==> src/hw/smcs_map.vh <==
// Register map, field positions and reset values of the serial unit.
// Assumes an 8-bit register port with byte addresses 0 to 7.
`ifndef SMCS_MAP_VH
`define SMCS_MAP_VH

// ************************************************************
// Register addresses
// ************************************************************
`define SMCS_A_MODE 3'h0
`define SMCS_A_CTRL 3'h1
`define SMCS_A_BAUD 3'h2
`define SMCS_A_TXD 3'h3
`define SMCS_A_RXD 3'h4
`define SMCS_A_STAT 3'h5
`define SMCS_A_MASK 3'h6

// ************************************************************
// Mode register fields
// ************************************************************
`define SMCS_M_COMM 7
`define SMCS_M_CHR 6
`define SMCS_M_PE 5
`define SMCS_M_ODD 4
`define SMCS_M_STOP 3
`define SMCS_M_MP 2

// ************************************************************
// Control register fields
// ************************************************************
`define SMCS_C_TE 5
`define SMCS_C_RE 4
`define SMCS_C_TXMPB 3
`define SMCS_C_CKS 1:0
`define SMCS_CKS_INT 2'h0
`define SMCS_CKS_OUT 2'h1
`define SMCS_CKS_EXT 2'h2

// ************************************************************
// Status bits, mask has the same layout for bits 0 to 5 (no MPB bit)
// ************************************************************
`define SMCS_S_RXF 0
`define SMCS_S_TXE 1
`define SMCS_S_OVR 2
`define SMCS_S_FRM 3
`define SMCS_S_PAR 4
`define SMCS_S_BRK 5
`define SMCS_S_MPB 6

// ************************************************************
// Reset values and counts
// ************************************************************
`define SMCS_RST_BYTE 8'h00
`define SMCS_RST_BAUD 8'h0F
`define SMCS_RST_FRAME 12'hFFF
`define SMCS_FRAME_W 4'hC
`define SMCS_SAMPLE_PT 4'h7
`define SMCS_SUB_LAST 4'hF
`define SMCS_SYNC_BITS 4'h8

`endif

==> src/hw/smcs_serial.v <==
// Serial unit with asynchronous and clocked synchronous modes, frame
// format selection and clock source selection.
// Assumes rxd_in and sck_in are already synchronous to clock_in.
//
// The register addresses and the strobed register port were chosen for this implementation.
`timescale 1ns/10ps
`include "smcs_map.vh"

// Notes on behaviour
// - Mode bit 7 picks asynchronous per-character or clocked synchronous.
// - Mode bit plus control bits 1:0 choose the shift clock source.
// - Asynchronous characters carry five, seven or eight data bits.
// - Async frames add optional parity or multiprocessor bit, 1-2 stops.
// - Multiprocessor off: length bit picks 8 or 7 bits; parity optional.
// - Multiprocessor alone adds that bit; with parity gives five data bits.
// - Synchronous mode moves eight bits only; format bits ignored.
// - Asynchronous receive flags framing, parity, overrun and break.
// - Synchronous receive flags only overrun.
// - Async internal clock uses divider; 01 drives bit-rate clock out.
// - Synchronous internal clock uses divider and drives the clock pin.
// - Synchronous external clock shifts from the clock pin input.
// - Low start, data LSB first, optional extra bit, high stops; idle high.
// - Receiver syncs on start falling edge; samples on eighth of sixteen.
module smcs_serial (
  // Clock and reset
  input wire clock_in,
  input wire rst_in,
  // Register port
  input wire [2:0] addr_in,
  input wire [7:0] wdata_in,
  input wire wr_in,
  input wire rd_in,
  output reg [7:0] rdata_out,
  output wire irq_out,
  // Serial line
  input wire rxd_in,
  output reg txd_out,
  input wire sck_in,
  output reg sck_out,
  output wire sck_oe_out
);

  // ************************************************************
  // Frame format decode
  // ************************************************************
  function [3:0] f_nbits;
    input [7:0] m;
    begin
      if (m[`SMCS_M_COMM])
        f_nbits = `SMCS_SYNC_BITS;
      else if (m[`SMCS_M_MP] & m[`SMCS_M_PE])
        f_nbits = 4'h5;
      else if (m[`SMCS_M_CHR])
        f_nbits = 4'h7;
      else
        f_nbits = 4'h8;
    end
  endfunction

  // Parity only when not paired with MP, except the 7-bit row giving 5+P
  function f_par;
    input [7:0] m;
    begin
      f_par = ~m[`SMCS_M_COMM] & m[`SMCS_M_PE] &
        (~m[`SMCS_M_MP] | m[`SMCS_M_CHR]);
    end
  endfunction

  function f_mpb;
    input [7:0] m;
    begin
      f_mpb = ~m[`SMCS_M_COMM] & m[`SMCS_M_MP] & ~m[`SMCS_M_PE];
    end
  endfunction

  // ************************************************************
  // Registers
  // ************************************************************
  reg [7:0] mode_reg;
  reg [7:0] ctrl_reg;
  reg [7:0] baud_reg;
  reg [7:0] txbuf_reg;
  reg txfull_reg;
  reg [7:0] rxbuf_reg;
  reg rxmpb_reg;
  reg [5:0] stat_reg;
  reg [5:0] mask_reg;
  reg [5:0] stat_next;
  reg [5:0] ev;
  wire comm = mode_reg[`SMCS_M_COMM];
  wire [1:0] cks = ctrl_reg[`SMCS_C_CKS];
  wire te = ctrl_reg[`SMCS_C_TE];
  wire re = ctrl_reg[`SMCS_C_RE];
  wire ext_clk = (cks == `SMCS_CKS_EXT);
  wire [3:0] nbits = f_nbits(mode_reg);
  wire xbit = f_par(mode_reg) | f_mpb(mode_reg);
  wire [3:0] nstop = mode_reg[`SMCS_M_STOP] ? 4'h2 : 4'h1;
  wire wr_stat = wr_in & (addr_in == `SMCS_A_STAT);

  // ************************************************************
  // Clock selection
  // ************************************************************
  reg [7:0] div_cnt_reg;
  reg sck_prev_reg;
  reg [3:0] bclk_reg;
  reg sclk_reg;
  wire div_tick = (div_cnt_reg == 8'h00);
  wire sck_rise = sck_in & ~sck_prev_reg;
  wire sck_fall = ~sck_in & sck_prev_reg;
  // Divider is left idle with an external clock to save toggling
  wire use_div = ~ext_clk;
  // External async clock: every pin rising edge is one 16x tick
  wire tick16 = ext_clk ? sck_rise : div_tick;
  reg sync_act_reg;
  // Internal sync clock toggles once per divider tick: idle high
  wire s_shift = ext_clk ? sck_fall :
    (div_tick & sclk_reg & sync_act_reg);
  wire s_sample = ext_clk ? sck_rise :
    (div_tick & ~sclk_reg & sync_act_reg);

  // Pin is driven only in the defined output settings
  assign sck_oe_out = comm ? (cks == `SMCS_CKS_INT) :
    (cks == `SMCS_CKS_OUT);

  always @(posedge clock_in) begin
    if (rst_in) begin
      div_cnt_reg <= `SMCS_RST_BYTE;
      sck_prev_reg <= 1'b1;
      bclk_reg <= 4'h0;
      sclk_reg <= 1'b1;
      sck_out <= 1'b1;
    end else begin
      sck_prev_reg <= sck_in;
      if (!use_div || div_tick)
        div_cnt_reg <= baud_reg;
      else
        div_cnt_reg <= div_cnt_reg - 8'h01;
      if (tick16)
        bclk_reg <= bclk_reg + 4'h1;
      if (!sync_act_reg)
        sclk_reg <= 1'b1;
      else if (div_tick)
        sclk_reg <= ~sclk_reg;
      // Async bit clock is one sixteenth of the tick rate
      sck_out <= comm ? sclk_reg : ~bclk_reg[3];
    end
  end

  // ************************************************************
  // Transmitter
  // ************************************************************
  reg tx_busy_reg;
  reg [11:0] tx_frame_reg;
  reg [3:0] tx_left_reg;
  reg [3:0] tx_sub_reg;
  reg [3:0] s_cnt_reg;
  wire tx_load = te & txfull_reg;
  // Without an outside clock a transfer only runs when data is queued
  wire sync_start = comm & ~sync_act_reg &
    (tx_load | (re & ext_clk));
  wire [11:0] tx_data = {4'h0, txbuf_reg} &
    ~(`SMCS_RST_FRAME << nbits);
  wire tx_xval = f_mpb(mode_reg) ? ctrl_reg[`SMCS_C_TXMPB] :
    (^tx_data ^ mode_reg[`SMCS_M_ODD]);
  wire [3:0] tx_len = 4'h1 + nbits + {3'h0, xbit} + nstop;
  // Start low, data LSB first, extra bit, stops and fill high
  wire [11:0] tx_build = (tx_data << 1) |
    ({11'h000, tx_xval & xbit} << (nbits + 4'h1)) |
    (`SMCS_RST_FRAME << (nbits + 4'h1 + {3'h0, xbit}));
  wire tx_start_a = ~comm & te & txfull_reg & ~tx_busy_reg;

  always @(posedge clock_in) begin
    if (rst_in) begin
      tx_busy_reg <= 1'b0;
      tx_frame_reg <= `SMCS_RST_FRAME;
      tx_left_reg <= 4'h0;
      tx_sub_reg <= 4'h0;
      txd_out <= 1'b1;
    end else begin
      if (tx_start_a) begin
        tx_busy_reg <= 1'b1;
        tx_frame_reg <= tx_build;
        tx_left_reg <= tx_len;
        tx_sub_reg <= 4'h0;
      end else if (sync_start) begin
        tx_frame_reg <= tx_load ? {4'hF, txbuf_reg} : `SMCS_RST_FRAME;
      end else if (tx_busy_reg && tick16) begin
        tx_sub_reg <= tx_sub_reg + 4'h1;
        if (tx_sub_reg == `SMCS_SUB_LAST) begin
          tx_frame_reg <= {1'b1, tx_frame_reg[11:1]};
          tx_left_reg <= tx_left_reg - 4'h1;
          if (tx_left_reg == 4'h1)
            tx_busy_reg <= 1'b0;
        end
      end else if (sync_act_reg && s_shift && s_cnt_reg != 4'h0) begin
        tx_frame_reg <= {1'b1, tx_frame_reg[11:1]};
      end
      txd_out <= (tx_busy_reg | sync_act_reg) ? tx_frame_reg[0] : 1'b1;
    end
  end

  // ************************************************************
  // Synchronous shifter
  // ************************************************************
  wire s_done = sync_act_reg & s_sample &
    (s_cnt_reg == `SMCS_SYNC_BITS - 4'h1);

  always @(posedge clock_in) begin
    if (rst_in) begin
      sync_act_reg <= 1'b0;
      s_cnt_reg <= 4'h0;
    end else if (!comm) begin
      sync_act_reg <= 1'b0;
    end else if (sync_start) begin
      sync_act_reg <= 1'b1;
      s_cnt_reg <= 4'h0;
    end else if (sync_act_reg && s_sample) begin
      s_cnt_reg <= s_cnt_reg + 4'h1;
      if (s_done)
        sync_act_reg <= 1'b0;
    end
  end

  // ************************************************************
  // Receiver
  // ************************************************************
  reg rx_busy_reg;
  reg [3:0] rx_sub_reg;
  reg [3:0] rx_cnt_reg;
  reg [11:0] rx_frame_reg;
  reg rxd_prev_reg;
  wire [11:0] rx_word = {rxd_in, rx_frame_reg[11:1]};
  wire [3:0] rx_len = 4'h2 + nbits + {3'h0, xbit}; // first stop only
  wire [11:0] rx_al = rx_word >> (`SMCS_FRAME_W - rx_len);
  wire [11:0] rx_dat = (rx_al >> 1) & ~(`SMCS_RST_FRAME << nbits);
  wire rx_xv = rx_al[nbits + 4'h1];
  wire rx_stop = rx_al[nbits + 4'h1 + {3'h0, xbit}];
  wire rx_smp = rx_busy_reg & tick16 & (rx_sub_reg == `SMCS_SAMPLE_PT);
  wire rx_false = rx_smp & (rx_cnt_reg == 4'h0) & rxd_in;
  wire rx_end = rx_smp & ~rx_false & (rx_cnt_reg + 4'h1 == rx_len);
  wire s_rx_end = s_done & re;
  wire perr = f_par(mode_reg) &
    (^rx_dat[7:0] ^ rx_xv ^ mode_reg[`SMCS_M_ODD]);

  always @(posedge clock_in) begin
    if (rst_in) begin
      rx_busy_reg <= 1'b0;
      rx_sub_reg <= 4'h0;
      rx_cnt_reg <= 4'h0;
      rx_frame_reg <= `SMCS_RST_FRAME;
      rxd_prev_reg <= 1'b1;
    end else begin
      rxd_prev_reg <= rxd_in;
      if (!rx_busy_reg) begin
        // Start bit found on the falling line edge
        if (!comm && re && rxd_prev_reg && !rxd_in) begin
          rx_busy_reg <= 1'b1;
          rx_sub_reg <= 4'h0;
          rx_cnt_reg <= 4'h0;
        end
      end else if (tick16) begin
        rx_sub_reg <= rx_sub_reg + 4'h1;
        if (rx_smp) begin
          rx_frame_reg <= rx_word;
          rx_cnt_reg <= rx_cnt_reg + 4'h1;
          if (rx_false || rx_end)
            rx_busy_reg <= 1'b0;
        end
      end
      if (comm && sync_start)
        rx_frame_reg <= `SMCS_RST_FRAME;
      else if (comm && sync_act_reg && s_sample)
        rx_frame_reg <= rx_word;
    end
  end

  // ************************************************************
  // Events and buffers
  // ************************************************************
  always @* begin
    ev = 6'h00;
    if (rx_end || s_rx_end) begin
      // Data held for software is never overwritten
      if (stat_reg[`SMCS_S_RXF])
        ev[`SMCS_S_OVR] = 1'b1;
      else
        ev[`SMCS_S_RXF] = 1'b1;
    end
    if (rx_end) begin
      ev[`SMCS_S_FRM] = ~rx_stop;
      ev[`SMCS_S_PAR] = perr;
      ev[`SMCS_S_BRK] = ~rx_stop & (rx_al == 12'h000);
    end
    if (tx_start_a || (sync_start && tx_load))
      ev[`SMCS_S_TXE] = 1'b1;
    // Set wins over a clear written in the same cycle
    stat_next = (stat_reg & ~(wr_stat ? wdata_in[5:0] : 6'h00)) | ev;
  end

  assign irq_out = |(stat_reg & mask_reg);

  always @(posedge clock_in) begin
    if (rst_in) begin
      mode_reg <= `SMCS_RST_BYTE;
      ctrl_reg <= `SMCS_RST_BYTE;
      baud_reg <= `SMCS_RST_BAUD;
      txbuf_reg <= `SMCS_RST_BYTE;
      txfull_reg <= 1'b0;
      rxbuf_reg <= `SMCS_RST_BYTE;
      rxmpb_reg <= 1'b0;
      stat_reg <= 6'h00;
      mask_reg <= 6'h00;
      rdata_out <= `SMCS_RST_BYTE;
    end else begin
      stat_reg <= stat_next;
      if (wr_in && addr_in == `SMCS_A_MODE)
        mode_reg <= wdata_in;
      if (wr_in && addr_in == `SMCS_A_CTRL)
        ctrl_reg <= wdata_in;
      if (wr_in && addr_in == `SMCS_A_BAUD)
        baud_reg <= wdata_in;
      if (wr_in && addr_in == `SMCS_A_MASK)
        mask_reg <= wdata_in[5:0];
      if (wr_in && addr_in == `SMCS_A_TXD) begin
        txbuf_reg <= wdata_in;
        txfull_reg <= 1'b1;
      end else if (tx_start_a || (sync_start && tx_load)) begin
        txfull_reg <= 1'b0;
      end
      if (ev[`SMCS_S_RXF]) begin
        rxbuf_reg <= comm ? rx_word[11:4] : rx_dat[7:0];
        rxmpb_reg <= f_mpb(mode_reg) & rx_xv;
      end
      rdata_out <= `SMCS_RST_BYTE;
      if (rd_in) begin
        case (addr_in)
          `SMCS_A_MODE: rdata_out <= mode_reg;
          `SMCS_A_CTRL: rdata_out <= ctrl_reg;
          `SMCS_A_BAUD: rdata_out <= baud_reg;
          `SMCS_A_TXD: rdata_out <= txbuf_reg;
          `SMCS_A_RXD: rdata_out <= rxbuf_reg;
          `SMCS_A_STAT: rdata_out <= {1'b0, rxmpb_reg, stat_reg};
          `SMCS_A_MASK: rdata_out <= {2'h0, mask_reg};
          default: rdata_out <= `SMCS_RST_BYTE;
        endcase
      end
    end
  end

endmodule // smcs_serial

==> config.mk <==
export PLATFORM = sky130hd
export DESIGN_NAME = smcs_serial
export DESIGN_NICKNAME = d
export VERILOG_FILES = /design/src/hw/smcs_serial.v
export VERILOG_INCLUDE_DIRS = /design/src /design/src/hw
export SDC_FILE = /design/constraint.sdc
export NUM_CORES = 1
export LEC_CHECK = 0
export BUFFER_PORTS_ARGS = -buffer_cell sky130_fd_sc_hd__buf_2
export CAP_MARGIN = 0
export CORE_MARGIN = 10
export CORE_UTILIZATION = 60
export CTS_CLUSTER_SIZE = 25
export DETAILED_ROUTE_END_ITERATION = 6
export PLACE_DENSITY = 0.78
export SYNTH_ARGS = -nofsm -noshare
export SYNTH_HDL_FRONTEND = slang
export SYNTH_SLANG_ARGS = --single-unit
==> constraint.sdc <==
create_clock -name clock_in -period 6.2 [get_ports clock_in]
set_input_delay 1.24 -clock clock_in [delete_from_list [all_inputs] [get_ports clock_in]]
set_output_delay 1.24 -clock clock_in [all_outputs]
set_load 0.05 [all_outputs]
* Word level (Yosys, flattened, before mapping)
Index checks and enable logic that the tools add are counted.
** Word-level totals
- Flip-flop bits (word level) :: 126
- Input bits :: 17
- Output and inout port bits :: 12
** Cells by class
- $add $sub $neg :: 13
- $lt $le $gt $ge :: 2
- Equal/unequal tests :: 17
- Shifts and indexed selects :: 4
- Mux-type cells :: 61
- Bitwise logic cells :: 62
- Reductions and logical operators :: 57
** Operator list (count)
- $mux W12 :: 9
- $mux W4 :: 15
- $pmux W8 S7 :: 1
- $and A1 B1 Y1 :: 32
- $mux W1 :: 28
- $add A4 B1 Y4 const B :: 6
- $mux W8 :: 3
- $or A12 B12 Y12 :: 2
- $shl A12 B4 Y12 const A :: 2
- $reduce_bool A2 Y1 :: 10
- $logic_and A1 B1 Y1 :: 16
- $not A1 Y1 :: 14
- $and A6 B6 Y6 :: 2
- $and A8 B12 Y12 :: 1
- $logic_not A12 Y1 :: 1
- $not A12 Y12 :: 1
- $reduce_or A2 Y1 :: 6
- $reduce_xor A12 Y1 :: 1
- $shl A1 B4 Y12 :: 1
- $shr A12 B4 Y12 :: 1
- $lt A4 B5 Y1 const B :: 2
- $reduce_and A2 Y1 :: 5
- $eq A3 B3 Y1 const B :: 3
- $reduce_and A3 Y1 :: 3
- other kinds (36) :: 51

* Longest topological paths before layout
Gate-level depths: netlist of the first run.
- Depth in word-level cells :: 15
- Mapped depth :: 20

* Least setup slack after synthesis of the first run
OpenSTA, ideal clock, no wires.
- Path kind :: register to register
- Start point :: reg mode_reg[5]
- End point :: reg stat_reg[4]
- Setup time :: 62 ps
- Data arrival time :: 4263 ps
- Required time :: 6138 ps
- Slack :: 1875 ps
- Stages on the path, launching flop included :: 20
- Buffers on the path :: 3
- Path through :: dfxtp_1 -> a21o_4 -> nand2_4 -> clkinv_2 -> clkbuf_1 -> ha_1 -> inv_1 -> ha_1 -> ha_1 -> clkbuf_1 -> buf_2 -> mux2_2 -> mux2i_1 -> nor4_1 -> o21ai_0 -> nand3_1 -> a22o_1 -> o211a_1 -> or4b_1 -> nand3_1
** Between the ends
- Cells in the longest elaborated chain, start to end :: 14
- Elaborated cells between the ends (all ways) :: 26
** RTL lines
- start: declaration :: RTL line smcs_serial.v:79 : reg [7:0] mode_reg;
- start signal: assignment :: RTL line smcs_serial.v:304 : mode_reg <= `SMCS_RST_BYTE;
- start signal: assignment :: RTL line smcs_serial.v:317 : mode_reg <= wdata_in;
- $and A1 B1 Y1 :: RTL line smcs_serial.v:51 : else if (m[`SMCS_M_MP] & m[`SMCS_M_PE])
- $mux W4 :: RTL line smcs_serial.v:51
- $mux W4 :: RTL line smcs_serial.v:49 : if (m[`SMCS_M_COMM])
- $add A2 B4 Y4 :: RTL line smcs_serial.v:233 : wire [3:0] rx_len = 4'h2 + nbits + {3'h0, xbit};
- $add A4 B1 Y4 :: RTL line smcs_serial.v:233
- $sub A4 B4 Y4 (no source line)
- $shr A12 B4 Y12 :: RTL line smcs_serial.v:234 : wire [11:0] rx_al = rx_word >> (`SMCS_FRAME_W - rx_len);
- $bmux W1 S4 or $and A8 B8 Y8 (tied branches) :: RTL line smcs_serial.v:236, smcs_serial.v:235
- $mux W1 (implied by the code) or $reduce_xor A8 Y1 (tied branches) :: RTL line smcs_serial.v:236, smcs_serial.v:243
- $xor A1 B1 Y1 (2 in a row) :: RTL line smcs_serial.v:243 : (^rx_dat[7:0] ^ rx_xv ^ mode_reg[`SMCS_M_ODD]);
- $and A1 B1 Y1 :: RTL line smcs_serial.v:242 : wire perr = f_par(mode_reg) &
- $mux W3 * :: RTL line smcs_serial.v:289 : if (rx_end) begin
- $or A6 B6 Y6 * :: RTL line smcs_serial.v:297 : stat_next = (stat_reg & ~(wr_stat ? wdata_in[5:0] : 6'h00)) | ev;
- end signal: assignment :: RTL line smcs_serial.v:315 : stat_reg <= stat_next;
- end: declaration :: RTL line smcs_serial.v:86 : reg [5:0] stat_reg;
Every way passes the cells marked *; elsewhere a longest branch is shown, timed or not. The select of a mux whose other input is x is not followed.
A chain may end at the register's enable or synchronous reset.

* Worst setup path in the final report of the first run
- Start point :: reg mode_reg[7]
- End point :: reg stat_reg[4]
** Between the ends
- Cells in the longest elaborated chain, start to end :: 14
- Elaborated cells between the ends (all ways) :: 25
** RTL lines (RTL line)
- parallel branches: the longest is 12 deep, another holds $add A2 B4 Y4
- $mux W3 * :: smcs_serial.v:289
- $or A6 B6 Y6 * :: smcs_serial.v:297
Every way passes the cells marked *. The select of a mux whose other input is x is not followed.

==> results of run 1 <==
==> tightest hold or removal path: cells and delay by family, from the launching register on <==
| family | cells | cell delay, ps |
|---|---|---|
| AOI/OAI and AO/OA | 1 | 50 |
| DFF | 1 | 310 |
| and+or+nand+nor | 1 | 50 |
==> routing by layer <==
metal	vias up	track usage [%]	share of wire [%]
met4	0	8.65	2.7
met2	283	35.7	46
li1	3245	-	-
met1	3126	30.1	44
met5	-	0	0
met3	43	4.95	6.7
==> path summary, 6_finish.rpt <==
check,startpoint,to,cells after the start
worst max-delay path,mode_reg[7]$_SDFFE_PP0P_,stat_reg[4]$_SDFF_PP0_,16
worst min-delay path,rxbuf_reg[1]$_SDFFE_PP0P_,rxbuf_reg[1]$_SDFFE_PP0P_,2
worst max register to register,mode_reg[7]$_SDFFE_PP0P_,stat_reg[4]$_SDFF_PP0_,16
worst min register to register,rxbuf_reg[1]$_SDFFE_PP0P_,rxbuf_reg[1]$_SDFFE_PP0P_,2
==> cells in the mapped netlist (4+ instances only) <==
cell      instances
nor2_1           83
mux2i_1          39
nor4_1            4
inv_1            23
nand3b_1         10
nor3_1           18
mux2_2            7
buf_2             6
nand4_1          11
o21ai_0          23
a22oi_1           5
clkbuf_1         34
and2_1            4
nor2b_1          10
dfxtp_1         125
a22o_1            4
nand2b_1          9
a21oi_1          79
a211oi_1         18
o22ai_1          10
buf_1             5
and3_1            5
mux4_2           13
a31oi_1           6
o31ai_1           9
xnor2_1          33
xor2_1           15
ha_1             26
nand3_1          34
nand2_1         162
a311oi_1          5
or2_2             4
==> placed cells by master, fill, tap and decap left out, types with 4 or more instances in the layout <==
cell	n
xnor2_1	33
nand3_1	34
nand4_1	11
o31ai_1	9
nor2b_1	10
nor3_1	18
dfxtp_1	125
a31oi_1	6
o21ai_0	23
buf_4	7
nor2_1	83
a311oi_1	5
nand2_1	162
clkinv_2	4
nand2b_1	9
and2_1	4
o22ai_1	10
or2_2	4
nand3b_1	10
mux2i_1	39
a211oi_1	17
mux2_2	7
a22oi_1	5
ha_1	26
buf_2	27
clkbuf_16	17
mux4_2	13
nor4_1	4
xor2_1	15
a22o_1	4
inv_1	23
a21oi_1	79
bufinv_16	5
and3_1	5
==> cells by family after synthesis <==
group | count (synthesis) | share of synthesized area [%]
simple gates | 380 | 24.3
compound gates | 195 | 17.1
flops | 125 | 33.7
buf+inv | 73 | 4.01
mux | 59 | 10.3
xor+xnor | 49 | 5.96
fa+ha+maj | 27 | 4.65
==> where the power goes <==
part / switching (mW) / internal (mW)
clock network: 0.371 / 0.724
registers: 0.0334 / 0.834
logic: 0.175 / 0.123
==> area by class of cell <==
cell class                 instances  area, µm²  share of cell area (%)
timing repair buffer              34        188                    2.27
sequential                       125       2500                    30.2
inverter                          25       95.1                    1.15
multi-input combinational        710       4630                    55.9
clock inverter                    14        214                    2.58
clock buffer                      18        439                    5.30
tap                              168        210                    2.54
==> impl_metrics.toml, run 1 <==
[status]
outcome = "completed"

[global_route]
antenna_found_initial = 0
grt_max_degree = 79
grt_overflow = 0
track_usage_pct = 22.8
grt_pass1_wl_um = 32800
grt_pass1_vias = 6229

[critical_path]
critPathTopFamily = "adder cells"
cp.buffers_inverters = 3
startpoint_type = "register"
cp.arrival_ps = 5240
worstPathRequired_ps = 6560
crit_type = "register to register"
r2r_setup_slack_ps = 1320
cpMostUsedCell = "ha_1"
cp_max_fo = 18
cpMaxStageDelayCell = "ha_1"
crit_chain = "inv_2, nand2_4, clkinv_2, ha_1, inv_1, ha_1, ha_1, mux2_2, mux2i_1, nor4_1, o21ai_0, nand2_1, mux2_2, a2111oi_0, o21ai_0, nand3_1"
cp-end-kind = "register"
slowest_delay_ps = 650

[timing]
finClkSkew_ps = 8.92
hold_slack_ps = 451
tightest_slew_ps = 1130
fin_setup_tns_ps = 0
rsz0062_at_grt = "false"
drv_slew = 0
period_share_pct = 78.7
relSlewSlack_pct = 24.2
hold_viol_final = 0
worst_slack_ps = 1320
setup_violations = 0
fin_crit_ps = 4880
fmax_mhz = 205

[final_layout]
area_growth_pct = 11.5
utilization_pct = 68.6
nets = 957
n_antenna_cell = 0
final_cells = 1094
fill_cells = 1013
largest_reg_flops = 12
drive_above_1_share_pct = 12.0
final_cell_area_mm2 = 0.00828

[synthesis]
synth_cell_types = 81
syn_inst = 908
synthArstFlopShare_pct = 0
ys_top_cells_by_area = "dfxtp_1 (34%), nand2_1 (8.2%), a21oi_1 (5.3%)"
synth-edff-count = 0
postSynthAreaPerCell_um2 = 8.18
synth_top_area_cell = "dfxtp_1"
synthFlopType = "dfxtp_1"
synth_seq_cells = 125
synth_nets = 952
yosysSeqAreaShare_pct = 33.7
synth_top_area_share_pct = 33.7
synthesis.area_mm2 = 0.00743
yosysWarnings = 0

[power_and_ir_drop]
p_total_mw = 2.26
p_leak_nw = 3.26
p_per_area_mw_per_mm2 = 273
irDropWorstVdd_mv = 0.210

[drt]
drcViolationCount = 0
wl_per_cell_um = 18.3
dr.first_iter.drc_count = 818
drt-pass1-iter-count = 7
finalWirelength_um = 20000
via_per_inst = 6.12
ant_nets = 0
vias = 6697

[placed_design]
dp_cells = 1062
place.gp.congestion = 0.916
dpl_cell_area_mm2 = 0.00763
io_buffers = 28
hpwlAfterDp_um = 14200
post-place-ws_ps = 1470

[clocking]
cts_setup_buffers = 0
hold_buffers = 0
cts.repair.resized = 0
clock_latency_ps = 430
clockRootBuffer = "clkbuf_16"
tritoncts = "built"
cts_sinks = 125
clockBufferDepth = 2
path_clk_slew_ps = 60
cts_inserted_buffers = 17
htree_levels = 4

[die]
die_y_um = 131
rows = 40
die_area_mm2 = 0.0172
ioPinCount = 29
die_x_um = 131
coreArea_mm2 = 0.0121
initial_utilization_pct = 61.6

[run]
drv_cap = 0

[min_path]
hold_class = "register to register"
No activity file was read; power rests on OpenSTA's default activity.
==> run 2, diff against run 1 <==
- clock period: 6.2 -> 4.8 ns (I/O delays scaled with it)
==> impl_metrics.toml, run 2 (same netlist as run 1, synthesis figures left out) <==
[timing]
setup_violations = 0
hold_viol_final = 0
relSlewSlack_pct = 35.0
rsz0062_at_grt = "false"
fin_setup_tns_ps = 0
hold_slack_ps = 454
worst_slack_ps = 484
fin_crit_ps = 4320
period_share_pct = 89.9
drv_slew = 0
tightest_slew_ps = 967
fmax_mhz = 232
finClkSkew_ps = 5.29

[clocking]
clockRootBuffer = "clkbuf_16"
path_clk_slew_ps = 50
cts_sinks = 125
tritoncts = "built"
hold_buffers = 0
clockBufferDepth = 2
clock_latency_ps = 420
cts_setup_buffers = 0
cts_inserted_buffers = 17
htree_levels = 4
cts.repair.resized = 0

[critical_path]
crit_chain = "nor2_1, nor3_1, ha_1, inv_1, ha_1, ha_1, mux2_2, mux2i_1, nor4_1, o21ai_0, nand2_1, mux2_2, a2111oi_0, o21ai_0, nand3_1"
r2r_cells = 15
cp.buffers_inverters = 1
worstPathRequired_ps = 5160
cp.depth = 15
reg2reg_from = "mode_reg[6]$_SDFFE_PP0P_"
startpoint = "mode_reg[6]$_SDFFE_PP0P_"
cp_max_fo = 10
r2r-end = "stat_reg[4]$_SDFF_PP0_"
cp-endpoint = "stat_reg[4]$_SDFF_PP0_"
critPathTopFamily = "adder cells"
cpMaxStageDelayCell = "ha_1"
slowest_delay_ps = 550
startpoint_type = "register"
crit_type = "register to register"
cp-end-kind = "register"
cpMostUsedCell = "ha_1"
cp.arrival_ps = 4670
r2r_setup_slack_ps = 480

[status]
outcome = "completed"

[power_and_ir_drop]
p_total_mw = 2.80
p_per_area_mw_per_mm2 = 339
irDropWorstVdd_mv = 0.272
p_leak_nw = 3.26

[placed_design]
place.gp.congestion = 0.925
io_buffers = 28
hpwlAfterDp_um = 14100
dpl_cell_area_mm2 = 0.00767
dp_cells = 1068
post-place-ws_ps = 564

[final_layout]
final_cell_area_mm2 = 0.00826
final_cells = 1099
n_antenna_cell = 0
layout_common_cells = "nand2_1 (162), dfxtp_1 (125), nor2_1 (83), a21oi_1 (79), mux2i_1 (39)"
nets = 963
utilization_pct = 68.5
area_growth_pct = 11.2
fill_cells = 974
drive_above_1_share_pct = 12.2
largest_reg_flops = 12
final_common_cell = "nand2_1"

[die]
ioPinCount = 29
initial_utilization_pct = 61.6
coreArea_mm2 = 0.0121
rows = 40
die_y_um = 131
die_area_mm2 = 0.0172
die_x_um = 131

[drt]
drcViolationCount = 0
finalWirelength_um = 20100
via_per_inst = 6.17
wl_per_cell_um = 18.3
ant_nets = 0
dr.first_iter.drc_count = 679
vias = 6776
drt-pass1-iter-count = 5

[min_path]
hold_class = "register to register"

[run]
drv_cap = 0

[global_route]
grt_pass1_vias = 6325
antenna_found_initial = 0
grt_max_degree = 69
grt_overflow = 0
track_usage_pct = 22.9
grt_pass1_wl_um = 32700
## run 2: changes by cell type in the layout (fill, tap and decap cells not counted)
cell        previous run  this run
clkbuf_1               0         2
clkinvlp_4             3         2
bufinv_16              5         3
clkinv_2               4         5
buf_4                  7        13
clkinv_4               0         1
inv_6                  3         1
## run 2: routing by layer
metal	global-route usage, %	share of wire (%)
met1	29.2	44
met2	36.8	48
met3	5.03	6.3
met4	9.39	2.3
met5	0	0
## run 2: power by group
group / leakage, nW / switching (mW) / internal [mW]
Sequential: 1.01 / 0.0430 / 1.08
Clock: 0.286 / 0.467 / 0.824
Combinational: 1.97 / 0.230 / 0.161
Total: 3.26 / 0.740 / 2.06
## run 2: area by class of cell
cell class / count / area [µm²] / share of cell area, %
well taps: 168 / 210 / 2.54
clock inverters: 11 / 143 / 1.73
inverters: 25 / 95.1 / 1.15
repair buffers: 40 / 233 / 2.82
clock buffers: 20 / 447 / 5.41
multi-input cells: 710 / 4630 / 56.1
flip-flops and latches: 125 / 2500 / 30.3
## run 2: worst min-delay path by stage
| stage | start | to | slack (ps) | cells after the start |
|---|---|---|---|---|
| finish | rxbuf_reg[2]$_SDFFE_PP0P_ | rxbuf_reg[2]$_SDFFE_PP0P_ | 450 | 2 |
| global route | mode_reg[1]$_SDFFE_PP0P_ | mode_reg[1]$_SDFFE_PP0P_ | 470 | 2 |
| CTS | rxbuf_reg[2]$_SDFFE_PP0P_ | rxbuf_reg[2]$_SDFFE_PP0P_ | 460 | 2 |
| detailed placement | mode_reg[1]$_SDFFE_PP0P_ | mode_reg[1]$_SDFFE_PP0P_ | 450 | 2 |
| global placement | mode_reg[1]$_SDFFE_PP0P_ | mode_reg[1]$_SDFFE_PP0P_ | 440 | 2 |
| floorplan | tx_frame_reg[0]$_SDFFE_PP1P_ | txd_out$_SDFF_PP1_ | 420 | 2 |
## run 2: worst min-delay path: cells and delay by family, from the launching register on
family	cells	cell delay, ps
and+or+nand+nor	1	50
DFF	1	310
AOI/OAI and AO/OA	1	50
==> run 3, diff against run 2 <==
- BUFFER_PORTS_ARGS: -buffer_cell sky130_fd_sc_hd__buf_2 -> not set
- CTS_CLUSTER_SIZE: 25 -> 8
- DONT_BUFFER_PORTS: not set -> 1
- GPL_TIMING_DRIVEN: not set -> 0
- PLACE_DENSITY: 0.78 -> 0.76
==> impl_metrics.toml, run 3 (same netlist as run 1, synthesis figures left out) <==
[die]
coreArea_mm2 = 0.0121
die_x_um = 131
die_y_um = 131
initial_utilization_pct = 61.6
ioPinCount = 29
rows = 40
die_area_mm2 = 0.0172

[clocking]
cts_inserted_buffers = 17
clockRootBuffer = "clkbuf_16"
clock_latency_ps = 410
hold_buffers = 0
path_clk_slew_ps = 60
htree_levels = 4
tritoncts = "built"
cts_sinks = 125
clockBufferDepth = 2

[drt]
via_per_inst = 6.33
dr.first_iter.drc_count = 740
vias = 6997
drt-pass1-iter-count = 7
wl_per_cell_um = 20.8
ant_nets = 0
drcViolationCount = 2
finalWirelength_um = 23000

[final_layout]
area_growth_pct = 10.9
nets = 970
seq_area_mm2 = 0.00251
drive_above_1_share_pct = 9.82
utilization_pct = 68.3
final_cell_area_mm2 = 0.00824
final_cells = 1105
layout_common_cells = "nand2_1 (162), dfxtp_1 (122), nor2_1 (83), a21oi_1 (79), mux2i_1 (39)"
multi_input_area_mm2 = 0.00465
fill_cells = 1038
final_common_cell = "nand2_1"
largest_reg_flops = 12
n_antenna_cell = 0

[critical_path]
cp.arrival_ps = 4910
crit_type = "register to register"
cp_max_fo = 14
startpoint_type = "register"
worstPathRequired_ps = 5150
cp-end-kind = "register"

[timing]
period_share_pct = 94.8
hold_slack_ps = 459
tightest_slew_ps = 1120
relSlewSlack_pct = 24.7
rsz0062_at_grt = "false"
fmax_mhz = 220
fin_crit_ps = 4550
hold_viol_final = 0
setup_violations = 0
finClkSkew_ps = 12.2
drv_slew = 0

[placed_design]
io_buffers = 0
dp_cells = 1076
hpwlAfterDp_um = 17100
place.gp.congestion = 0.950
dpl_cell_area_mm2 = 0.00764

[run]
drv_cap = 0

[power_and_ir_drop]
p_total_mw = 2.77
p_per_area_mw_per_mm2 = 337
p_leak_nw = 3.18
irDropWorstVdd_mv = 0.237

[global_route]
grt_overflow = 0
grt_pass1_vias = 6725
track_usage_pct = 25.5
grt_max_degree = 20
antenna_found_initial = 0
grt_pass1_wl_um = 35900

[status]
outcome = "finished, violations left"
violations = "design-rule violations"

[min_path]
hold_class = "register to register"
run 3: cell count changes in the layout (fill, tap and decap cells not counted), moves of 3 or more:
cell and change:
clkbuf_1 +30, buf_2 -21, buf_4 -10, buf_1 +4
dfxtp_1 -3, dfxtp_2 +3
run 3: metrics by stage:
stage / worst slack, ps / setup TNS, ps
after CTS: 4.68 / 0
after global routing: 32.2 / 0
after global placement: -620 / -1610
after detailed placement: -695 / -1850
final: 248 / 0
after floorplan: 475 / 0
run 3: path summary, 6_finish.rpt:
| check | slack (ps) | cells after the start | from | endpoint |
|---|---|---|---|---|
| worst max-delay path | 250 | 20 | mode_reg[7]$_SDFFE_PP0P_ | stat_reg[4]$_SDFF_PP0_ |
| worst min-delay path | 460 | 2 | ctrl_reg[6]$_SDFFE_PP0P_ | ctrl_reg[6]$_SDFFE_PP0P_ |
| worst max register to register | 250 | 20 | mode_reg[7]$_SDFFE_PP0P_ | stat_reg[4]$_SDFF_PP0_ |
| worst min register to register | 460 | 2 | ctrl_reg[6]$_SDFFE_PP0P_ | ctrl_reg[6]$_SDFFE_PP0P_ |
run 3: power breakdown:
group,internal (mW),switching (mW)
sequential,1.08,0.0478
combinational,0.161,0.236
clock,0.785,0.466
total,2.02,0.750
run 3: timing repair:
action | in CTS | in global routing
setup endpoints to repair | 5 | 3
gates resized for setup | 5 | 8
pin swaps | 1 | 0
buffers inserted | 1 | 0
run 3: worst max-delay path: stages, from the launching register on:
cell      delay (ps)
dfxtp_2          440
inv_2            100
buf_4            200
nand2_4          100
clkinv_2         130
clkbuf_4         240
ha_1             260
inv_1             70
ha_1             260
ha_2             430
buf_2            250
mux2_2           380
mux2i_1          170
nor4_1            70
o21ai_1          220
buf_4            160
a21o_1           120
nand4_1          130
o211a_1          190
or4b_1           480
nand3_1          100
run 3: layout make-up:
class	instances	share of cell area, %
Buffer	46	2.43
Clock buffer	20	5.54
Clock inverter	10	1.40
Inverter	25	1.15
Multi-Input combinational cell	710	56.4
Sequential cell	125	30.4
Tap cell	168	2.55
Timing Repair Buffer	1	0.0911
run 3: layer usage:
layer  vias to the layer above  share of wire [%]  global-route usage, %
li1                       3270                  -                      -
met1                      3331                 42                   32.0
met2                       327                 47                   40.5
met3                        69                7.7                   5.22
met4                         0                4.3                   13.2
met5                         -                  0                      0
